===== config.mk =====
export PLATFORM = sky130hd
export DESIGN_NAME = sfr_read_front_end
export DESIGN_NICKNAME = d
export VERILOG_FILES = /design/src/common/sfr_pkg.sv /design/src/sfr_pin_sampler.sv /design/src/sfr_read_front_end.sv
export SDC_FILE = /design/constraint.sdc
export NUM_CORES = 1
export LEC_CHECK = 0
export ABC_AREA = 1
export ABC_CLOCK_PERIOD_IN_PS = 2440
export BUFFER_PORTS_ARGS = -buffer_cell sky130_fd_sc_hd__buf_2
export CAP_MARGIN = 20
export CORE_ASPECT_RATIO = 0.7
export CORE_MARGIN = 5
export CORE_UTILIZATION = 50
export CTS_BUF_LIST = sky130_fd_sc_hd__clkbuf_4 sky130_fd_sc_hd__clkbuf_8
export CTS_CLUSTER_DIAMETER = 80
export DETAILED_ROUTE_END_ITERATION = 8
export HOLD_SLACK_MARGIN = 0.1
export PLACE_DENSITY = 0.67
export SLEW_MARGIN = 15
export SYNTH_ARGS = -nofsm -noshare
export SYNTH_HDL_FRONTEND = slang
export SYNTH_SLANG_ARGS = --single-unit

===== constraint.sdc =====
create_clock -name clk -period 2.44 [get_ports clk]
set_clock_uncertainty 0.15 [all_clocks]
set_input_delay 0 -clock clk [delete_from_list [all_inputs] [get_ports clk]]
set_output_delay 0 -clock clk [all_outputs]
set_load 0.005 [all_outputs]

===== src/common/sfr_pkg.sv =====
package sfr_pkg;

  // ------------------------------------------------------------
  // array and command framing
  // ------------------------------------------------------------
  localparam int          ADDR_W           = 23;    // only the implemented address bits
  localparam logic [4:0]  OPC_CLKS_SINGLE  = 5'h08;
  localparam logic [4:0]  OPC_CLKS_QUAD    = 5'h02;
  localparam logic [4:0]  ADDR_CLKS_SINGLE = 5'h18;
  localparam logic [4:0]  ADDR_CLKS_DUAL   = 5'h0C;
  localparam logic [4:0]  ADDR_CLKS_QUAD   = 5'h06;
  localparam logic [3:0]  DUMMY_NONE       = 4'h0;
  localparam logic [3:0]  DUMMY_FAST       = 4'h8;
  localparam logic [3:0]  DUMMY_DUAL_DEF   = 4'h4;  // default for dual_dummy_cycles
  localparam logic [3:0]  DUMMY_QUAD_DEF   = 4'h6;  // default for quad_dummy_cycles
  localparam logic [4:0]  MODE_CLKS_DUAL   = 5'h04;
  localparam logic [3:0]  SKIP_KEY         = 4'hA;

  // ------------------------------------------------------------
  // opcodes
  // ------------------------------------------------------------
  localparam logic [7:0]  OPC_NORMAL_READ  = 8'h03;
  localparam logic [7:0]  OPC_FAST_READ    = 8'h0B;
  localparam logic [7:0]  OPC_TWO_LANE_IO  = 8'hBB;
  localparam logic [7:0]  OPC_FOUR_LANE_IO = 8'hEB;
  localparam logic [7:0]  OPC_UNIQUE_ID    = 8'h4B;
  localparam logic [7:0]  OPC_PARAM_TABLE  = 8'h5A;
  localparam logic [7:0]  OPC_INFO_ROW     = 8'h68;

  // ------------------------------------------------------------
  // lanes and output enables (low = driving)
  // ------------------------------------------------------------
  typedef enum logic [1:0] {
    LANE_ONE  = 2'b00,
    LANE_TWO  = 2'b01,
    LANE_FOUR = 2'b10
  } sfr_lane_t;

  localparam logic [3:0]  OE_N_NONE        = 4'hF;
  localparam logic [3:0]  OE_N_ONE         = 4'hD;  // serial output sits on lane 1
  localparam logic [3:0]  OE_N_TWO         = 4'hC;
  localparam logic [3:0]  OE_N_FOUR        = 4'h0;

  typedef enum logic [2:0] {
    S_OPC   = 3'b000,
    S_ADDR  = 3'b001,
    S_DUMMY = 3'b010,
    S_DATA  = 3'b011,
    S_IGN   = 3'b100
  } sfr_state_t;

endpackage : sfr_pkg


===== src/sfr_pin_sampler.sv =====
module sfr_pin_sampler
  import sfr_pkg::*;
(
  input  wire logic       clk,
  input  wire logic       reset,
  input  wire logic       clk_en,
  input  wire logic       sclk,
  input  wire logic       chip_select_n,
  input  wire logic       pause_n,
  input  wire logic [3:0] io_in,
  input  wire logic       quad_lane_enable,
  input  wire logic       dtr_mode,
  output logic            sclk_rise,
  output logic            sclk_fall,
  output logic            selected,
  output logic            paused,
  output logic [3:0]      io_smp
);

  typedef struct packed {
    logic       sclk_d;
    logic       rise;
    logic       fall;
    logic       sel;
    logic       hold;
    logic [3:0] io;
  } sfr_smp_t;

  sfr_smp_t st_reg;
  sfr_smp_t st_next;

  always_comb begin
    st_next      = st_reg;
    st_next.sclk_d = sclk;
    st_next.rise = sclk & ~st_reg.sclk_d;
    st_next.fall = ~sclk & st_reg.sclk_d;
    st_next.sel  = ~chip_select_n;
    st_next.io   = io_in;
    if (chip_select_n || quad_lane_enable || dtr_mode) begin
      st_next.hold = 1'b0;
    end else if (!sclk) begin
      st_next.hold = ~pause_n;
    end
  end

  always_ff @(posedge clk) begin
    if (reset) begin
      st_reg <= '0;
    end else if (clk_en) begin
      st_reg <= st_next;
    end
  end

  assign sclk_rise = st_reg.rise;
  assign sclk_fall = st_reg.fall;
  assign selected  = st_reg.sel;
  assign paused    = st_reg.hold;
  assign io_smp    = st_reg.io;
endmodule : sfr_pin_sampler


===== src/sfr_read_front_end.sv =====
module sfr_read_front_end
  import sfr_pkg::*;
(
  input  wire logic              clk,
  input  wire logic              reset,
  input  wire logic              clk_en,
  input  wire logic              sclk,
  input  wire logic              chip_select_n,
  input  wire logic              pause_n,
  input  wire logic [3:0]        io_in,
  output logic      [3:0]        io_out,
  output logic      [3:0]        io_oe_n,
  input  wire logic              write_in_progress,
  input  wire logic              quad_lane_enable,
  input  wire logic              four_lane_cmd_mode,
  input  wire logic              dtr_mode,
  input  wire logic [3:0]        dual_dummy_cycles,
  input  wire logic [3:0]        quad_dummy_cycles,
  output logic      [ADDR_W-1:0] mem_addr,
  input  wire logic [7:0]        mem_data,
  output logic                   opcode_skip_read,
  output logic                   cmd_active
);

  // ------------------------------------------------------------
  // state
  // ------------------------------------------------------------
  typedef struct packed {
    sfr_state_t        state;
    sfr_lane_t         lane;
    logic [3:0]        dummy_tgt;
    logic              has_mode;
    logic [4:0]        cnt;
    logic [23:0]       sh;
    logic [7:0]        mode;
    logic [ADDR_W-1:0] addr;
    logic [7:0]        data;
    logic              drv;
    logic              skip;
    logic              active;
    logic [3:0]        io_out;
    logic [3:0]        io_oe_n;
  } sfr_fe_t;

  sfr_fe_t    st_reg;
  sfr_fe_t    st_next;

  logic       sclk_rise;
  logic       sclk_fall;
  logic       selected;
  logic       paused;
  logic [3:0] io_smp;

  sfr_pin_sampler u_pins (
    .clk              (clk),
    .reset            (reset),
    .clk_en           (clk_en),
    .sclk             (sclk),
    .chip_select_n    (chip_select_n),
    .pause_n          (pause_n),
    .io_in            (io_in),
    .quad_lane_enable (quad_lane_enable),
    .dtr_mode         (dtr_mode),
    .sclk_rise        (sclk_rise),
    .sclk_fall        (sclk_fall),
    .selected         (selected),
    .paused           (paused),
    .io_smp           (io_smp)
  );

  // ------------------------------------------------------------
  // lane helpers
  // ------------------------------------------------------------
  logic [23:0] sh_in;
  logic [4:0]  cnt_inc;
  logic [4:0]  opc_last;
  logic [4:0]  addr_last;
  logic [2:0]  step;
  logic [3:0]  oe_mask;
  logic [7:0]  opc;
  logic [7:0]  mode_in;
  logic [7:0]  byte_out;

  always_comb begin
    cnt_inc = st_reg.cnt + 5'h01;
    mode_in = {st_reg.mode[5:0], io_smp[1:0]};
    case (st_reg.lane)
      LANE_TWO: begin
        sh_in     = {st_reg.sh[21:0], io_smp[1:0]};        // IO1 carries the MSB
        opc_last  = OPC_CLKS_SINGLE;
        addr_last = ADDR_CLKS_DUAL;
        step      = 3'h2;
        oe_mask   = OE_N_TWO;
      end
      LANE_FOUR: begin
        sh_in     = {st_reg.sh[19:0], io_smp[3:0]};
        opc_last  = OPC_CLKS_QUAD;
        addr_last = ADDR_CLKS_QUAD;
        step      = 3'h4;
        oe_mask   = OE_N_FOUR;
      end
      default: begin
        sh_in     = {st_reg.sh[22:0], io_smp[0]};          // MSB first
        opc_last  = OPC_CLKS_SINGLE;
        addr_last = ADDR_CLKS_SINGLE;
        step      = 3'h1;
        oe_mask   = OE_N_ONE;
      end
    endcase
    opc = sh_in[7:0];
  end

  // ------------------------------------------------------------
  // sequencer
  // ------------------------------------------------------------
  always_comb begin
    st_next  = st_reg;
    byte_out = st_reg.data;
    if (!selected) begin
      // decoder restarts on every deselect
      st_next.active  = 1'b0;
      st_next.drv     = 1'b0;
      st_next.cnt     = 5'h00;
      st_next.io_oe_n = OE_N_NONE;
      if (st_reg.skip) begin
        st_next.state     = write_in_progress ? S_IGN : S_ADDR;
        st_next.lane      = LANE_TWO;
        st_next.dummy_tgt = dual_dummy_cycles;
        st_next.has_mode  = 1'b1;
      end else begin
        st_next.state = S_OPC;
        st_next.lane  = four_lane_cmd_mode ? LANE_FOUR : LANE_ONE;
      end
    end else if (paused) begin
      // state is frozen, edges and input are dropped
      st_next.io_oe_n = OE_N_NONE;
      st_next.active  = 1'b0;
    end else begin
      st_next.active = 1'b1;
      if (st_reg.state == S_DATA && st_reg.drv) begin
        st_next.io_oe_n = oe_mask;
      end
      if (sclk_rise) begin
        case (st_reg.state)
          S_OPC: begin
            st_next.sh  = sh_in;
            st_next.cnt = cnt_inc;
            if (cnt_inc == opc_last) begin
              st_next.cnt      = 5'h00;
              st_next.has_mode = 1'b0;
              st_next.state    = S_ADDR;
              if (st_reg.lane == LANE_FOUR) begin
                st_next.dummy_tgt = quad_dummy_cycles;
                if (opc != OPC_FAST_READ && opc != OPC_FOUR_LANE_IO &&
                    opc != OPC_UNIQUE_ID && opc != OPC_PARAM_TABLE &&
                    opc != OPC_INFO_ROW) begin
                  st_next.state = S_IGN;
                end
              end else begin
                case (opc)
                  OPC_NORMAL_READ: st_next.dummy_tgt = DUMMY_NONE;
                  OPC_FAST_READ:   st_next.dummy_tgt = DUMMY_FAST;
                  OPC_TWO_LANE_IO: begin
                    st_next.lane      = LANE_TWO;
                    st_next.dummy_tgt = dual_dummy_cycles;
                    st_next.has_mode  = 1'b1;
                  end
                  default:         st_next.state = S_IGN;
                endcase
              end
              if (write_in_progress) begin
                st_next.state = S_IGN;
              end
            end
          end
          S_ADDR: begin
            st_next.sh  = sh_in;
            st_next.cnt = cnt_inc;
            if (cnt_inc == addr_last) begin
              st_next.addr  = sh_in[ADDR_W-1:0];            // bit 23 dropped
              st_next.cnt   = 5'h00;
              st_next.mode  = 8'h00;
              st_next.state = (st_reg.dummy_tgt == DUMMY_NONE) ? S_DATA : S_DUMMY;
            end
          end
          S_DUMMY: begin
            st_next.cnt = cnt_inc;
            if (st_reg.has_mode && st_reg.cnt < MODE_CLKS_DUAL) begin
              st_next.mode = mode_in;
              if (cnt_inc == MODE_CLKS_DUAL) begin
                st_next.skip = (mode_in[7:4] == SKIP_KEY);
              end
            end
            if (cnt_inc == {1'b0, st_reg.dummy_tgt}) begin
              st_next.cnt   = 5'h00;
              st_next.state = S_DATA;
            end
          end
          default: begin
            // data phase and ignored commands leave the input unread
          end
        endcase
      end
      if (sclk_fall && st_reg.state == S_DATA) begin
        if (st_reg.cnt[2:0] == 3'h0) begin
          byte_out     = mem_data;
          st_next.addr = st_reg.addr + 1'b1;                // wraps to zero
        end
        case (st_reg.lane)
          LANE_TWO:  st_next.io_out = {2'b00, byte_out[7:6]};
          LANE_FOUR: st_next.io_out = byte_out[7:4];
          default:   st_next.io_out = {2'b00, byte_out[7], 1'b0};
        endcase
        st_next.data    = byte_out << step;
        st_next.cnt     = {2'b00, st_reg.cnt[2:0] + step};
        st_next.drv     = 1'b1;
        st_next.io_oe_n = oe_mask;
      end
    end
  end

  always_ff @(posedge clk) begin
    if (reset) begin
      st_reg         <= '0;
      st_reg.io_oe_n <= OE_N_NONE;
    end else if (clk_en) begin
      st_reg <= st_next;
    end
  end

  assign io_out           = st_reg.io_out;
  assign io_oe_n          = st_reg.io_oe_n;
  assign mem_addr         = st_reg.addr;
  assign opcode_skip_read = st_reg.skip;
  assign cmd_active       = st_reg.active;
endmodule : sfr_read_front_end


==> After elaboration in Yosys (flattened, before gate mapping) <==
Index checks and enable logic that the tools add are counted.
{ "word_totals": {"wordCells": 154, "register_bits": 98, "input_bits": 30, "output_inout_bits": 33} }
{ "op_classes": {"bitwise_logic": 7, "n_eq_ne": 36, "shifts": 1, "addsub": 3, "magnitude_cmp": 1, "mux": 57, "reduce_logical": 29} }
{ "ops": {"columns": ["op", "count"], "rows": [
  ["$mux 80", 1],
  ["$mux 70", 1],
  ["$pmux 24 s2", 1],
  ["$mux 23", 2],
  ["$mux 8", 5],
  ["$reduce_and 7->1", 5],
  ["$mux 32", 1],
  ["$mux 31", 1],
  ["$mux 15", 2],
  ["$mux 5", 5],
  ["$mux 24", 1],
  ["$mux 4", 6],
  ["$ne 8x7->1 const B", 3],
  ["$add 23x1->23 const B", 1],
  ["$mux 3", 7],
  ["$ne 2x2->1 const B", 8],
  ["$pmux 4 s2", 2],
  ["$pmux 8 s2", 1],
  ["$pmux 5 s3", 1],
  ["$mux 1", 12],
  ["$pmux 4 s3", 1],
  ["$eq 5x5->1", 2],
  ["$ne 5x5->1 const B", 2],
  ["$pmux 5 s2", 1],
  ["other kinds (38)", 62]
]} }

==> Logic depth before layout (Yosys ltp) <==
Gate-level depths: netlist of the first run.
{ "logic_depth": {"depth_word": 17, "ltp_mapped": 19, "depth_no_buf": 17} }

==> Hierarchy <==
From an unflattened synthesis of the first run, not the netlist that was laid out.
{ "unflattened": {"hier_cells": 1013, "area_unflattened_um2": 6492.5} }
{ "modules_own_cells": {"columns": ["mod", "instances", "cells_each", "seq_area_each_um2", "area_per_inst_um2"], "rows": [
  ["sfr_read_front_end", 1, 964, 1681.6, 6112.1],
  ["sfr_pin_sampler", 1, 49, 180.2, 380.4]
]} }

==> Worst setup path before layout of the first run <==
Ideal clock, no wire load.
{ "synth_timing": {"path_kind": "register to register", "from": "register st_reg[84] (netlist name)", "to": "register st_reg[88] (netlist name)", "path_slack_ps": 214, "setup_ps": 112, "required_ps": 2178, "path_stages_with_launch": 19, "arrival_time_ps": 1964, "path_cell_list": "dfxtp_1 > inv_1 > ha_1 > buf_6 > inv_6 > buf_6 > nand3_1 > nand3_4 > nand2_2 > nor2_4 > nand2_2 > nand3_2 > nand2_1 > inv_2 > nand2_1 > nand2_1 > nand2_1 > nor2_1 > nor2_1"} }
{ "synth_via": {"elab_chain_cells": 15, "elab_cells_between_ends": 32, "cone_classes": "14 x eq/ne; 12 x mux; 6 x reduce/logical"} }
{ "synth_lines": {"columns": ["element", "line", "source"], "rows": [
  ["start, declared", "sfr_read_front_end.sv:45", "sfr_fe_t st_reg;"],
  ["start signal, assigned", "sfr_read_front_end.sv:227", "st_reg <= st_next;"],
  ["$eq 2x2->1 or $eq 2x1->1 (tied branches)", "sfr_read_front_end.sv:87, sfr_read_front_end.sv:152", null],
  ["$pmux 24 s2", "sfr_read_front_end.sv:87", "case (st_reg.lane)"],
  ["$ne 8x4->1 or $ne 8x8->1 (tied branches)", "sfr_read_front_end.sv:154", "if (opc != OPC_FAST_READ && opc != OPC_FOUR_LANE_IO &&"],
  ["$logic_and 1x1->1 (2 in series)", "sfr_read_front_end.sv:154", null],
  ["$logic_and 1x1->1 (2 in series)", "sfr_read_front_end.sv:155", "opc != OPC_UNIQUE_ID && opc != OPC_PARAM_TABLE &&"],
  ["$mux 3", "sfr_read_front_end.sv:154", null],
  ["$mux 3", "sfr_read_front_end.sv:152", "if (st_reg.lane == LANE_FOUR) begin"],
  ["$mux 3", "sfr_read_front_end.sv:171", "if (write_in_progress) begin"],
  ["$mux 15", "sfr_read_front_end.sv:148", "if (cnt_inc == opc_last) begin"],
  ["$pmux 3 s3", "sfr_read_front_end.sv:144", "case (st_reg.state)"],
  ["$mux 70", "sfr_read_front_end.sv:143", "if (sclk_rise) begin"],
  ["$mux 80", "sfr_read_front_end.sv:134", "end else if (paused) begin"],
  ["$mux 15", "sfr_read_front_end.sv:119", "if (!selected) begin"]
]} }
Parallel ways exist; a longest one is shown, timed or not. The select of a mux whose other input is x is not followed.
A chain may end at the register's enable or synchronous reset.

==> Final worst setup path of the first run <==
{ "layout_timing": {"from": "register st_reg[84] (netlist name)", "to": "register st_reg[81] (netlist name)"} }
{ "layout_via": {"elab_chain_cells": 10, "elab_cells_between_ends": 18, "cone_classes": "8 x eq/ne; 9 x mux; 1 x reduce/logical"} }
{ "layout_lines": {"columns": ["element", "line", "source"], "rows": [
  ["$eq 2x2->1 or $eq 2x1->1 (tied branches)", "sfr_read_front_end.sv:87, sfr_read_front_end.sv:152", null],
  ["$pmux 24 s2", "sfr_read_front_end.sv:87", null],
  ["$eq 8x8->1, or another cell as far along", "sfr_read_front_end.sv:160", "case (opc)"],
  ["$pmux 4 s3", "sfr_read_front_end.sv:160", null],
  ["$mux 4", "sfr_read_front_end.sv:152", null],
  ["$mux 15", "sfr_read_front_end.sv:148", null],
  ["$mux 7", "sfr_read_front_end.sv:144", null],
  ["$mux 70", "sfr_read_front_end.sv:143", null],
  ["$mux 80", "sfr_read_front_end.sv:134", null],
  ["$mux 15", "sfr_read_front_end.sv:119", null]
]} }
Parallel ways exist; a longest one is shown, timed or not. The select of a mux whose other input is x is not followed.

==> run_summary.xml, run 1 <==
<?xml version="1.0" encoding="UTF-8"?>
<metrics>
  <group name="pwr">
    <metric name="power.density_cell_area" unit="mW/mm^2">470</metric>
    <metric name="total_leakage_power" unit="uW">0.00347</metric>
    <metric name="vdd_drop_max" unit="uV">362</metric>
  </group>
  <group name="synthesis">
    <metric name="ys_top_cells_by_area" unit="">sky130_fd_sc_hd__dfxtp_1 (28%), sky130_fd_sc_hd__nand2_1 (13%), sky130_fd_sc_hd__o21ai_0 (6.2%)</metric>
    <metric name="ys_warn_count" unit="">0</metric>
    <metric name="syn_area_per_cell" unit="sq um">6.70</metric>
    <metric name="yosysSeqAreaShare" unit="">0.281</metric>
    <metric name="synth_seq_cells" unit="">93</metric>
    <metric name="asyncSetResetFlopFracSynth" unit="">0</metric>
    <metric name="synth_area_leader_cell" unit="">sky130_fd_sc_hd__dfxtp_1</metric>
    <metric name="netlist-cell-type-count" unit="">50</metric>
    <metric name="synth-main-ff-cell" unit="">sky130_fd_sc_hd__dfxtp_1</metric>
    <metric name="synth-edff-count" unit="">0</metric>
    <metric name="syn_inst" unit="">987</metric>
    <metric name="synthesis.nets" unit="">1027</metric>
    <metric name="yosysTopAreaCellShare" unit="">0.281</metric>
    <metric name="syn_area" unit="sq mm">0.00661</metric>
  </group>
  <group name="layout">
    <metric name="largest_register_ff_count" unit="">46</metric>
    <metric name="final_nets" unit="">1121</metric>
    <metric name="area.sequential" unit="sq mm">0.00186</metric>
    <metric name="areaGrowthSynthToFinish" unit="%">18.6</metric>
    <metric name="antenna_cells_inserted" unit="">0</metric>
    <metric name="final_area" unit="sq mm">0.00784</metric>
    <metric name="post_route_cells_drive_above_1_share" unit="">0.238</metric>
    <metric name="total_area_of_multi_input_combinational_cells" unit="sq mm">0.00388</metric>
    <metric name="final_common_cell" unit="">sky130_fd_sc_hd__nand2_1</metric>
    <metric name="highest_count_cells_in_the_layout_ignoring_fill_and_taps" unit="">sky130_fd_sc_hd__nand2_1 (225), sky130_fd_sc_hd__inv_1 (109), sky130_fd_sc_hd__dfxtp_1 (91), sky130_fd_sc_hd__o21ai_0 (82), sky130_fd_sc_hd__nor2_1 (75)</metric>
    <metric name="fill_cell_count" unit="">1218</metric>
  </group>
  <group name="global_routing">
    <metric name="met3_usage" unit="">0.0430</metric>
    <metric name="global_route.overflow_total" unit="">0</metric>
    <metric name="antenna_found_initial" unit="">0</metric>
    <metric name="layer_carrying_the_most_global_route_usage" unit="">met1</metric>
    <metric name="grt_util_all_layers" unit="">0.247</metric>
    <metric name="met2_usage" unit="">0.347</metric>
    <metric name="grt_first_pass_wirelength" unit="microns">31600</metric>
    <metric name="grt_start_max_net_pins" unit="">62</metric>
    <metric name="first_global_vias" unit="">6072</metric>
    <metric name="globalRouteMet1Util" unit="">0.389</metric>
  </group>
  <group name="floorplanning">
    <metric name="core_area" unit="sq mm">0.0131</metric>
    <metric name="fp-row-count" unit="">35</metric>
    <metric name="chip_width" unit="microns">147</metric>
    <metric name="fp.dieH" unit="microns">106</metric>
    <metric name="io_pins" unit="">63</metric>
    <metric name="initial_utilization" unit="">0.507</metric>
    <metric name="die_area" unit="sq mm">0.0157</metric>
  </group>
  <group name="worst_setup_path">
    <metric name="timing.reg2reg.setup_slack" unit="ns">0.13</metric>
    <metric name="r2r_cells" unit="">13</metric>
    <metric name="critPathBufInv" unit="">2</metric>
    <metric name="cp_cell_sequence" unit="">inv_1, ha_4, buf_12, nor2_1, nand2_1, nand3_2, nor2_4, nand2_2, nor2_4, a21boi_1, o21ai_1, nor2_1, nor2_1</metric>
    <metric name="critPathMostFrequentCell" unit="">sky130_fd_sc_hd__nor2_1</metric>
    <metric name="regToRegEndpoint" unit="">st_reg[81]$_SDFFE_PP0P_</metric>
    <metric name="path_max_fanout" unit="">14</metric>
    <metric name="crit_path_top_delay_cell" unit="">sky130_fd_sc_hd__dfxtp_1</metric>
    <metric name="timing_worst_setup_path_type" unit="">register to register</metric>
    <metric name="cp_data_arrival_time" unit="ns">2.47</metric>
    <metric name="cp_slowest_stage_delay" unit="ns">0.34</metric>
    <metric name="crit_family" unit="">simple AND/OR/NAND/NOR gates</metric>
    <metric name="crit-reg2reg-launch" unit="">st_reg[84]$_SDFFE_PP0P_</metric>
    <metric name="startpoint_type" unit="">register</metric>
    <metric name="cp.required" unit="ns">2.60</metric>
    <metric name="crit_path_end_kind" unit="">register</metric>
  </group>
  <group name="worst_hold_path">
    <metric name="holdPathEnd" unit="">st_reg[15]$_SDFFE_PP0P_</metric>
    <metric name="worstHoldStart" unit="">mem_data[1]</metric>
    <metric name="worst_hold_path_type" unit="">input pin to register</metric>
    <metric name="hold_path_depth" unit="">5</metric>
  </group>
  <group name="timing">
    <metric name="finalSetupViolations" unit="">0</metric>
    <metric name="final.setup.worst_slack" unit="ns">0.132</metric>
    <metric name="timing.final.hold_violations" unit="">0</metric>
    <metric name="max_freq" unit="MHz">433</metric>
    <metric name="worst_pin_slew" unit="ns">0.598</metric>
    <metric name="final_max_slew_viol_count" unit="">0</metric>
    <metric name="slew-limit-headroom" unit="">0.598</metric>
    <metric name="period_needed" unit="ns">2.31</metric>
    <metric name="finalCritPeriodShare" unit="">0.946</metric>
    <metric name="hold-worst-slack" unit="ns">0.124</metric>
  </group>
  <group name="route">
    <metric name="route.detailed.drc" unit="">0</metric>
    <metric name="drt.antenna.violating_nets" unit="">0</metric>
    <metric name="drt_iter0_drc" unit="">704</metric>
    <metric name="drt_wl_total" unit="microns">19300</metric>
    <metric name="drt_first_pass_iters" unit="">6</metric>
    <metric name="drt-vias-per-instance" unit="">5.47</metric>
    <metric name="num_vias" unit="">6854</metric>
    <metric name="drt-wirelength-per-cell" unit="microns">15.4</metric>
  </group>
  <group name="outcome">
    <metric name="result_of_the_run" unit="">complete, no violations</metric>
  </group>
  <group name="clock_tree">
    <metric name="cts-buffers-inserted" unit="">9</metric>
    <metric name="clk_transition_reported_paths" unit="ns">0.09</metric>
    <metric name="cts_buffer_depth" unit="">2</metric>
    <metric name="cts_max_level" unit="">3</metric>
    <metric name="cts_tree" unit="">done</metric>
    <metric name="clk-insertion-delay-late" unit="ns">0.37</metric>
    <metric name="tritoncts_num_sinks" unit="">93</metric>
    <metric name="cts-root-buf" unit="">sky130_fd_sc_hd__clkbuf_8</metric>
  </group>
  <group name="place">
    <metric name="dpl_worst_slack" unit="ns">-0.00279</metric>
    <metric name="placed_area" unit="sq mm">0.00709</metric>
    <metric name="dp_hpwl" unit="microns">13800</metric>
    <metric name="gp_routability_congestion" unit="">0.961</metric>
    <metric name="port_buffers" unit="">62</metric>
  </group>
  <group name="flow_run">
    <metric name="maxCapViolations" unit="">0</metric>
  </group>
</metrics>
==> how the worst max path moves through the flow <==
stage / cells past startpoint / startpoint / to
6_report: 13 / st_reg[84]$_SDFFE_PP0P_ / st_reg[81]$_SDFFE_PP0P_
3_5_place_dp: 14 / st_reg[84]$_SDFFE_PP0P_ / st_reg[82]$_SDFFE_PP0P_
5_1_grt: 14 / st_reg[74]$_SDFFE_PP0P_ / mem_addr[11]$_SDFFE_PP0P_
3_3_place_gp: 14 / st_reg[84]$_SDFFE_PP0P_ / st_reg[81]$_SDFFE_PP0P_
2_1_floorplan: 18 / st_reg[84]$_SDFFE_PP0P_ / st_reg[88]$_SDFFE_PP0P_
4_1_cts: 8 / reset / u_pins.io_smp[0]$_SDFFE_PP0P_
==> power by group <==
group / leakage [uW] / internal [uW] / switching, uW
Sequential: 0.000756 / 1560 / 49.5
Clock: 0.000135 / 820 / 557
Combinational: 0.00258 / 280 / 417
==> kinds of logic after synthesis <==
| kind of cell | Yosys count | synth area share |
|---|---|---|
| AO/OA/AOI/OAI | 231 | 0.224 |
| XOR/XNOR | 4 | 0.00530 |
| adder cells (fa/ha/maj) | 10 | 0.0201 |
| buffers and inverters | 190 | 0.138 |
| flip-flops | 93 | 0.281 |
| multiplexers | 6 | 0.00908 |
| AND/OR/NAND/NOR | 453 | 0.322 |
==> cells in the mapped netlist (all sizes together), types with 6 or more instances <==
library cell	number
nand2	255
inv	117
nor2	98
dfxtp	93
o21ai	90
a21oi	85
nand3	69
buf	53
o211ai	25
clkbuf	20
nand4	15
o221ai	10
ha	9
nor3	9
mux2i	6
==> cell type report <==
type                    count  share of cell area
clock inverters             4              0.0153
well taps                 166              0.0265
inverters                 117              0.0570
multi-input cells         704               0.495
clock buffers              12              0.0187
flip-flops and latches     93               0.238
repair buffers            156               0.150
==> timing repair <==
action	in CTS	in global routing
gates resized for setup	2	12
hold buffers	40	0
buffers inserted	0	1
endpoints found under the hold margin	48	0
pin swaps	0	2
setup endpoints to repair	3	49
cloned	0	1
==> per-layer routing <==
| layer | up-vias | routed length (microns) | part of all wire |
|---|---|---|---|
| li1 | 3410 | - | - |
| met1 | 3158 | 9820 | 0.51 |
| met2 | 265 | 7720 | 0.40 |
| met3 | 21 | 1560 | 0.081 |
| met4 | 0 | 212 | 0.011 |
| met5 | - | 0 | 0 |
==> through the flow <==
step	power [uW]	setup TNS [ns]	std cells	utilization
floorplan	2080	0	987	-
global route	3850	-0.00310	1252	0.601
detailed placement	2250	-0.00325	1194	0.543
global placement	2250	0	1194	0.543
finish	3690	0	1252	0.601
CTS	3660	0	1250	0.595
==> tightest hold or removal path, delay by kind of cell <==
family / cells / cell delay [ns]
AO/OA/AOI/OAI: 2 / 0.24
buffers and inverters: 1 / 0.08
multiplexers: 2 / 0.28
Note: power is estimated with default switching activity, not from simulation.
==> inputs of run 2 (changes only) <==
Settings changed: ABC_AREA 1 to 0, PLACE_DENSITY 0.67 to 0.68.
==> run_summary.xml, run 2 <==
<?xml version="1.0" encoding="UTF-8"?>
<metrics>
  <group name="layout">
    <metric name="fill_cell_count" unit="">920</metric>
    <metric name="largest_register_ff_count" unit="">46</metric>
    <metric name="post_route_cells_drive_above_1_share" unit="">0.329</metric>
    <metric name="antenna_cells_inserted" unit="">0</metric>
    <metric name="final_common_cell" unit="">sky130_fd_sc_hd__nor2_1</metric>
    <metric name="areaGrowthSynthToFinish" unit="%">31.6</metric>
    <metric name="highest_count_cells_in_the_layout_ignoring_fill_and_taps" unit="">sky130_fd_sc_hd__nor2_1 (93), sky130_fd_sc_hd__dfxtp_1 (89), sky130_fd_sc_hd__buf_4 (83), sky130_fd_sc_hd__nand2_1 (64), sky130_fd_sc_hd__buf_2 (62)</metric>
    <metric name="final_nets" unit="">903</metric>
    <metric name="area.sequential" unit="sq mm">0.00187</metric>
    <metric name="total_area_of_multi_input_combinational_cells" unit="sq mm">0.00395</metric>
    <metric name="final_area" unit="sq mm">0.00772</metric>
  </group>
  <group name="place">
    <metric name="dpl_worst_slack" unit="ns">-0.103</metric>
    <metric name="port_buffers" unit="">62</metric>
    <metric name="gp_routability_congestion" unit="">0.948</metric>
    <metric name="dp_hpwl" unit="microns">12800</metric>
    <metric name="placed_area" unit="sq mm">0.00650</metric>
  </group>
  <group name="synthesis">
    <metric name="syn_area_per_cell" unit="sq um">7.88</metric>
    <metric name="ys_top_cells_by_count" unit="">sky130_fd_sc_hd__nor2_1 (96), sky130_fd_sc_hd__dfxtp_1 (93), sky130_fd_sc_hd__a21oi_1 (71)</metric>
    <metric name="synth_seq_cells" unit="">93</metric>
    <metric name="yosysSeqAreaShare" unit="">0.317</metric>
    <metric name="syn_area" unit="sq mm">0.00587</metric>
    <metric name="synth-edff-count" unit="">0</metric>
    <metric name="syn_inst" unit="">744</metric>
    <metric name="synth_area_leader_cell" unit="">sky130_fd_sc_hd__dfxtp_1</metric>
    <metric name="ys_top_cells_by_area" unit="">sky130_fd_sc_hd__dfxtp_1 (32%), sky130_fd_sc_hd__nor2_1 (6.1%), sky130_fd_sc_hd__a21oi_1 (6.1%)</metric>
    <metric name="synth_most_common_cell" unit="">sky130_fd_sc_hd__nor2_1</metric>
    <metric name="asyncSetResetFlopFracSynth" unit="">0</metric>
    <metric name="yosysTopAreaCellShare" unit="">0.317</metric>
    <metric name="netlist-cell-type-count" unit="">79</metric>
    <metric name="synth-main-ff-cell" unit="">sky130_fd_sc_hd__dfxtp_1</metric>
    <metric name="synthesis.nets" unit="">784</metric>
    <metric name="ys_warn_count" unit="">0</metric>
  </group>
  <group name="worst_setup_path">
    <metric name="timing_worst_setup_path_type" unit="">register to register</metric>
    <metric name="critPathBufInv" unit="">4</metric>
    <metric name="path_max_fanout" unit="">8</metric>
    <metric name="r2r_cells" unit="">12</metric>
    <metric name="cp.required" unit="ns">2.61</metric>
    <metric name="cp_slowest_stage_delay" unit="ns">0.38</metric>
    <metric name="crit_family" unit="">compound AO/OA/AOI/OAI gates</metric>
    <metric name="stages_on_the_worst_setup_path" unit="">12</metric>
    <metric name="startpoint_type" unit="">register</metric>
    <metric name="critPathMostFrequentCell" unit="">sky130_fd_sc_hd__buf_6</metric>
    <metric name="critical_path.startpoint" unit="">st_reg[84]$_SDFFE_PP0P_</metric>
    <metric name="crit_path_end_kind" unit="">register</metric>
    <metric name="crit-reg2reg-launch" unit="">st_reg[84]$_SDFFE_PP0P_</metric>
    <metric name="cp_data_arrival_time" unit="ns">2.73</metric>
    <metric name="timing.reg2reg.setup_slack" unit="ns">-0.12</metric>
    <metric name="cp_cell_sequence" unit="">inv_4, ha_4, buf_6, a22o_4, mux2i_4, and4_4, a221oi_4, buf_4, a211oi_4, buf_6, o21ai_2, a21oi_2</metric>
    <metric name="crit_path_top_delay_cell" unit="">sky130_fd_sc_hd__dfxtp_4</metric>
  </group>
  <group name="pwr">
    <metric name="total_leakage_power" unit="uW">0.00299</metric>
    <metric name="power.total" unit="uW">3350</metric>
    <metric name="power.density_cell_area" unit="mW/mm^2">434</metric>
    <metric name="vdd_drop_max" unit="uV">269</metric>
  </group>
  <group name="global_routing">
    <metric name="antenna_found_initial" unit="">0</metric>
    <metric name="grt_first_pass_wirelength" unit="microns">29000</metric>
    <metric name="first_global_vias" unit="">5605</metric>
    <metric name="grt_util_all_layers" unit="">0.254</metric>
    <metric name="global_route.overflow_total" unit="">0</metric>
    <metric name="grt_start_max_net_pins" unit="">36</metric>
  </group>
  <group name="timing">
    <metric name="rsz0062_at_grt" unit="">yes</metric>
    <metric name="fin_tns_setup" unit="ns">-1.86</metric>
    <metric name="worst_pin_slew" unit="ns">0.741</metric>
    <metric name="slew-limit-headroom" unit="">0.501</metric>
    <metric name="period_needed" unit="ns">2.56</metric>
    <metric name="finalCritPeriodShare" unit="">1.05</metric>
    <metric name="timing.final.hold_violations" unit="">0</metric>
    <metric name="max_freq" unit="MHz">391</metric>
    <metric name="final.setup.worst_slack" unit="ns">-0.119</metric>
    <metric name="hold-worst-slack" unit="ns">0.130</metric>
    <metric name="finalSetupViolations" unit="">38</metric>
    <metric name="final_max_slew_viol_count" unit="">0</metric>
  </group>
  <group name="floorplanning">
    <metric name="die_area" unit="sq mm">0.0140</metric>
    <metric name="io_pins" unit="">63</metric>
    <metric name="initial_utilization" unit="">0.506</metric>
    <metric name="fp-row-count" unit="">33</metric>
    <metric name="core_area" unit="sq mm">0.0116</metric>
    <metric name="fp.dieH" unit="microns">101</metric>
    <metric name="chip_width" unit="microns">139</metric>
  </group>
  <group name="clock_tree">
    <metric name="cts_buffer_depth" unit="">2</metric>
    <metric name="clk_transition_reported_paths" unit="ns">0.09</metric>
    <metric name="tritoncts_num_sinks" unit="">93</metric>
    <metric name="cts_tree" unit="">done</metric>
    <metric name="cts-buffers-inserted" unit="">9</metric>
    <metric name="clk-insertion-delay-late" unit="ns">0.38</metric>
    <metric name="cts_max_level" unit="">3</metric>
    <metric name="cts-root-buf" unit="">sky130_fd_sc_hd__clkbuf_8</metric>
  </group>
  <group name="route">
    <metric name="drt_first_pass_iters" unit="">6</metric>
    <metric name="drt_iter0_drc" unit="">798</metric>
    <metric name="drt-wirelength-per-cell" unit="microns">18.9</metric>
    <metric name="drt_wl_total" unit="microns">19300</metric>
    <metric name="num_vias" unit="">6384</metric>
    <metric name="route.detailed.drc" unit="">0</metric>
    <metric name="drt.antenna.violating_nets" unit="">0</metric>
    <metric name="drt-vias-per-instance" unit="">6.23</metric>
  </group>
  <group name="outcome">
    <metric name="result_of_the_run" unit="">complete, but fails checks</metric>
    <metric name="failed_checks" unit="">negative setup slack</metric>
  </group>
  <group name="worst_hold_path">
    <metric name="hold_path_depth" unit="">5</metric>
    <metric name="worst_hold_path_type" unit="">input pin to register</metric>
    <metric name="worstHoldStart" unit="">mem_data[6]</metric>
  </group>
  <group name="flow_run">
    <metric name="maxCapViolations" unit="">0</metric>
  </group>
</metrics>
-- run 2: cell count changes in the layout (fill, tap and decap cells not counted), moves of 18 or more --
cell	delta
sky130_fd_sc_hd__nor2_1	+18
sky130_fd_sc_hd__nand3_1	-34
sky130_fd_sc_hd__nand2_1	-161
sky130_fd_sc_hd__o211ai_2	-18
sky130_fd_sc_hd__buf_4	+34
sky130_fd_sc_hd__o21ai_0	-51
sky130_fd_sc_hd__inv_1	-100
sky130_fd_sc_hd__mux2i_1	+25
sky130_fd_sc_hd__nand2_2	-25
-- run 2: worst paths after layout --
check	end
max	st_reg[80]$_SDFFE_PP0P_
min	io_out[2]$_SDFFE_PP0P_
max reg2reg	st_reg[80]$_SDFFE_PP0P_
min reg2reg	io_oe_n[1]$_SDFFE_PP1P_
-- run 2: per-layer routing --
layer | track usage | part of all wire
met1 | 0.368 | 0.44
met2 | 0.390 | 0.44
met3 | 0.0507 | 0.10
met4 | 0.0594 | 0.019
met5 | 0 | 0
-- run 2: worst reg2reg max path, delay by kind of cell (launching register included) --
kind	cells	cell delay, ns
fa+ha+maj	1	0.18
buf+inv	4	0.52
compound gates	5	0.77
mux	1	0.22
flops	1	0.38
simple gates	1	0.28
-- run 2: cell type report --
type / instances / area share
multi-input cells: 553 / 0.512
flip-flops and latches: 93 / 0.243
repair buffers: 192 / 0.186
well taps: 157 / 0.0254
clock buffers: 11 / 0.0188
clock inverters: 5 / 0.00778
inverters: 14 / 0.00778
-- run 2: through the flow --
step                      utilization  cells
after floorplan                     -    744
after global placement          0.560    953
after detailed placement        0.560    953
after CTS                       0.631   1015
after global routing            0.665   1025
final                           0.665   1025
-- run 2: timing repair --
item | in CTS | in global routing
pin swaps | 23 | 44
buffers inserted | 14 | 11
setup endpoints to repair | 31 | 46
gates resized for setup | 42 | 73
hold endpoints to repair | 35 | 0
hold buffers | 32 | 0
cloned | 1 | 0
-- run 2: power breakdown --
| group | switching (uW) | internal [uW] | leakage (uW) | total, uW |
|---|---|---|---|---|
| clock | 586 | 515 | 0.000103 | 1100 |
| combinational | 374 | 303 | 0.00213 | 677 |
| sequential | 31.5 | 1540 | 0.000755 | 1570 |
-- run 2: cell families after synthesis --
logic type | share of synthesized area
buf+inv | 0.0907
compound gates | 0.273
xor+xnor | 0.0119
fa+ha+maj | 0.0226
flops | 0.317
mux | 0.0623
simple gates | 0.222
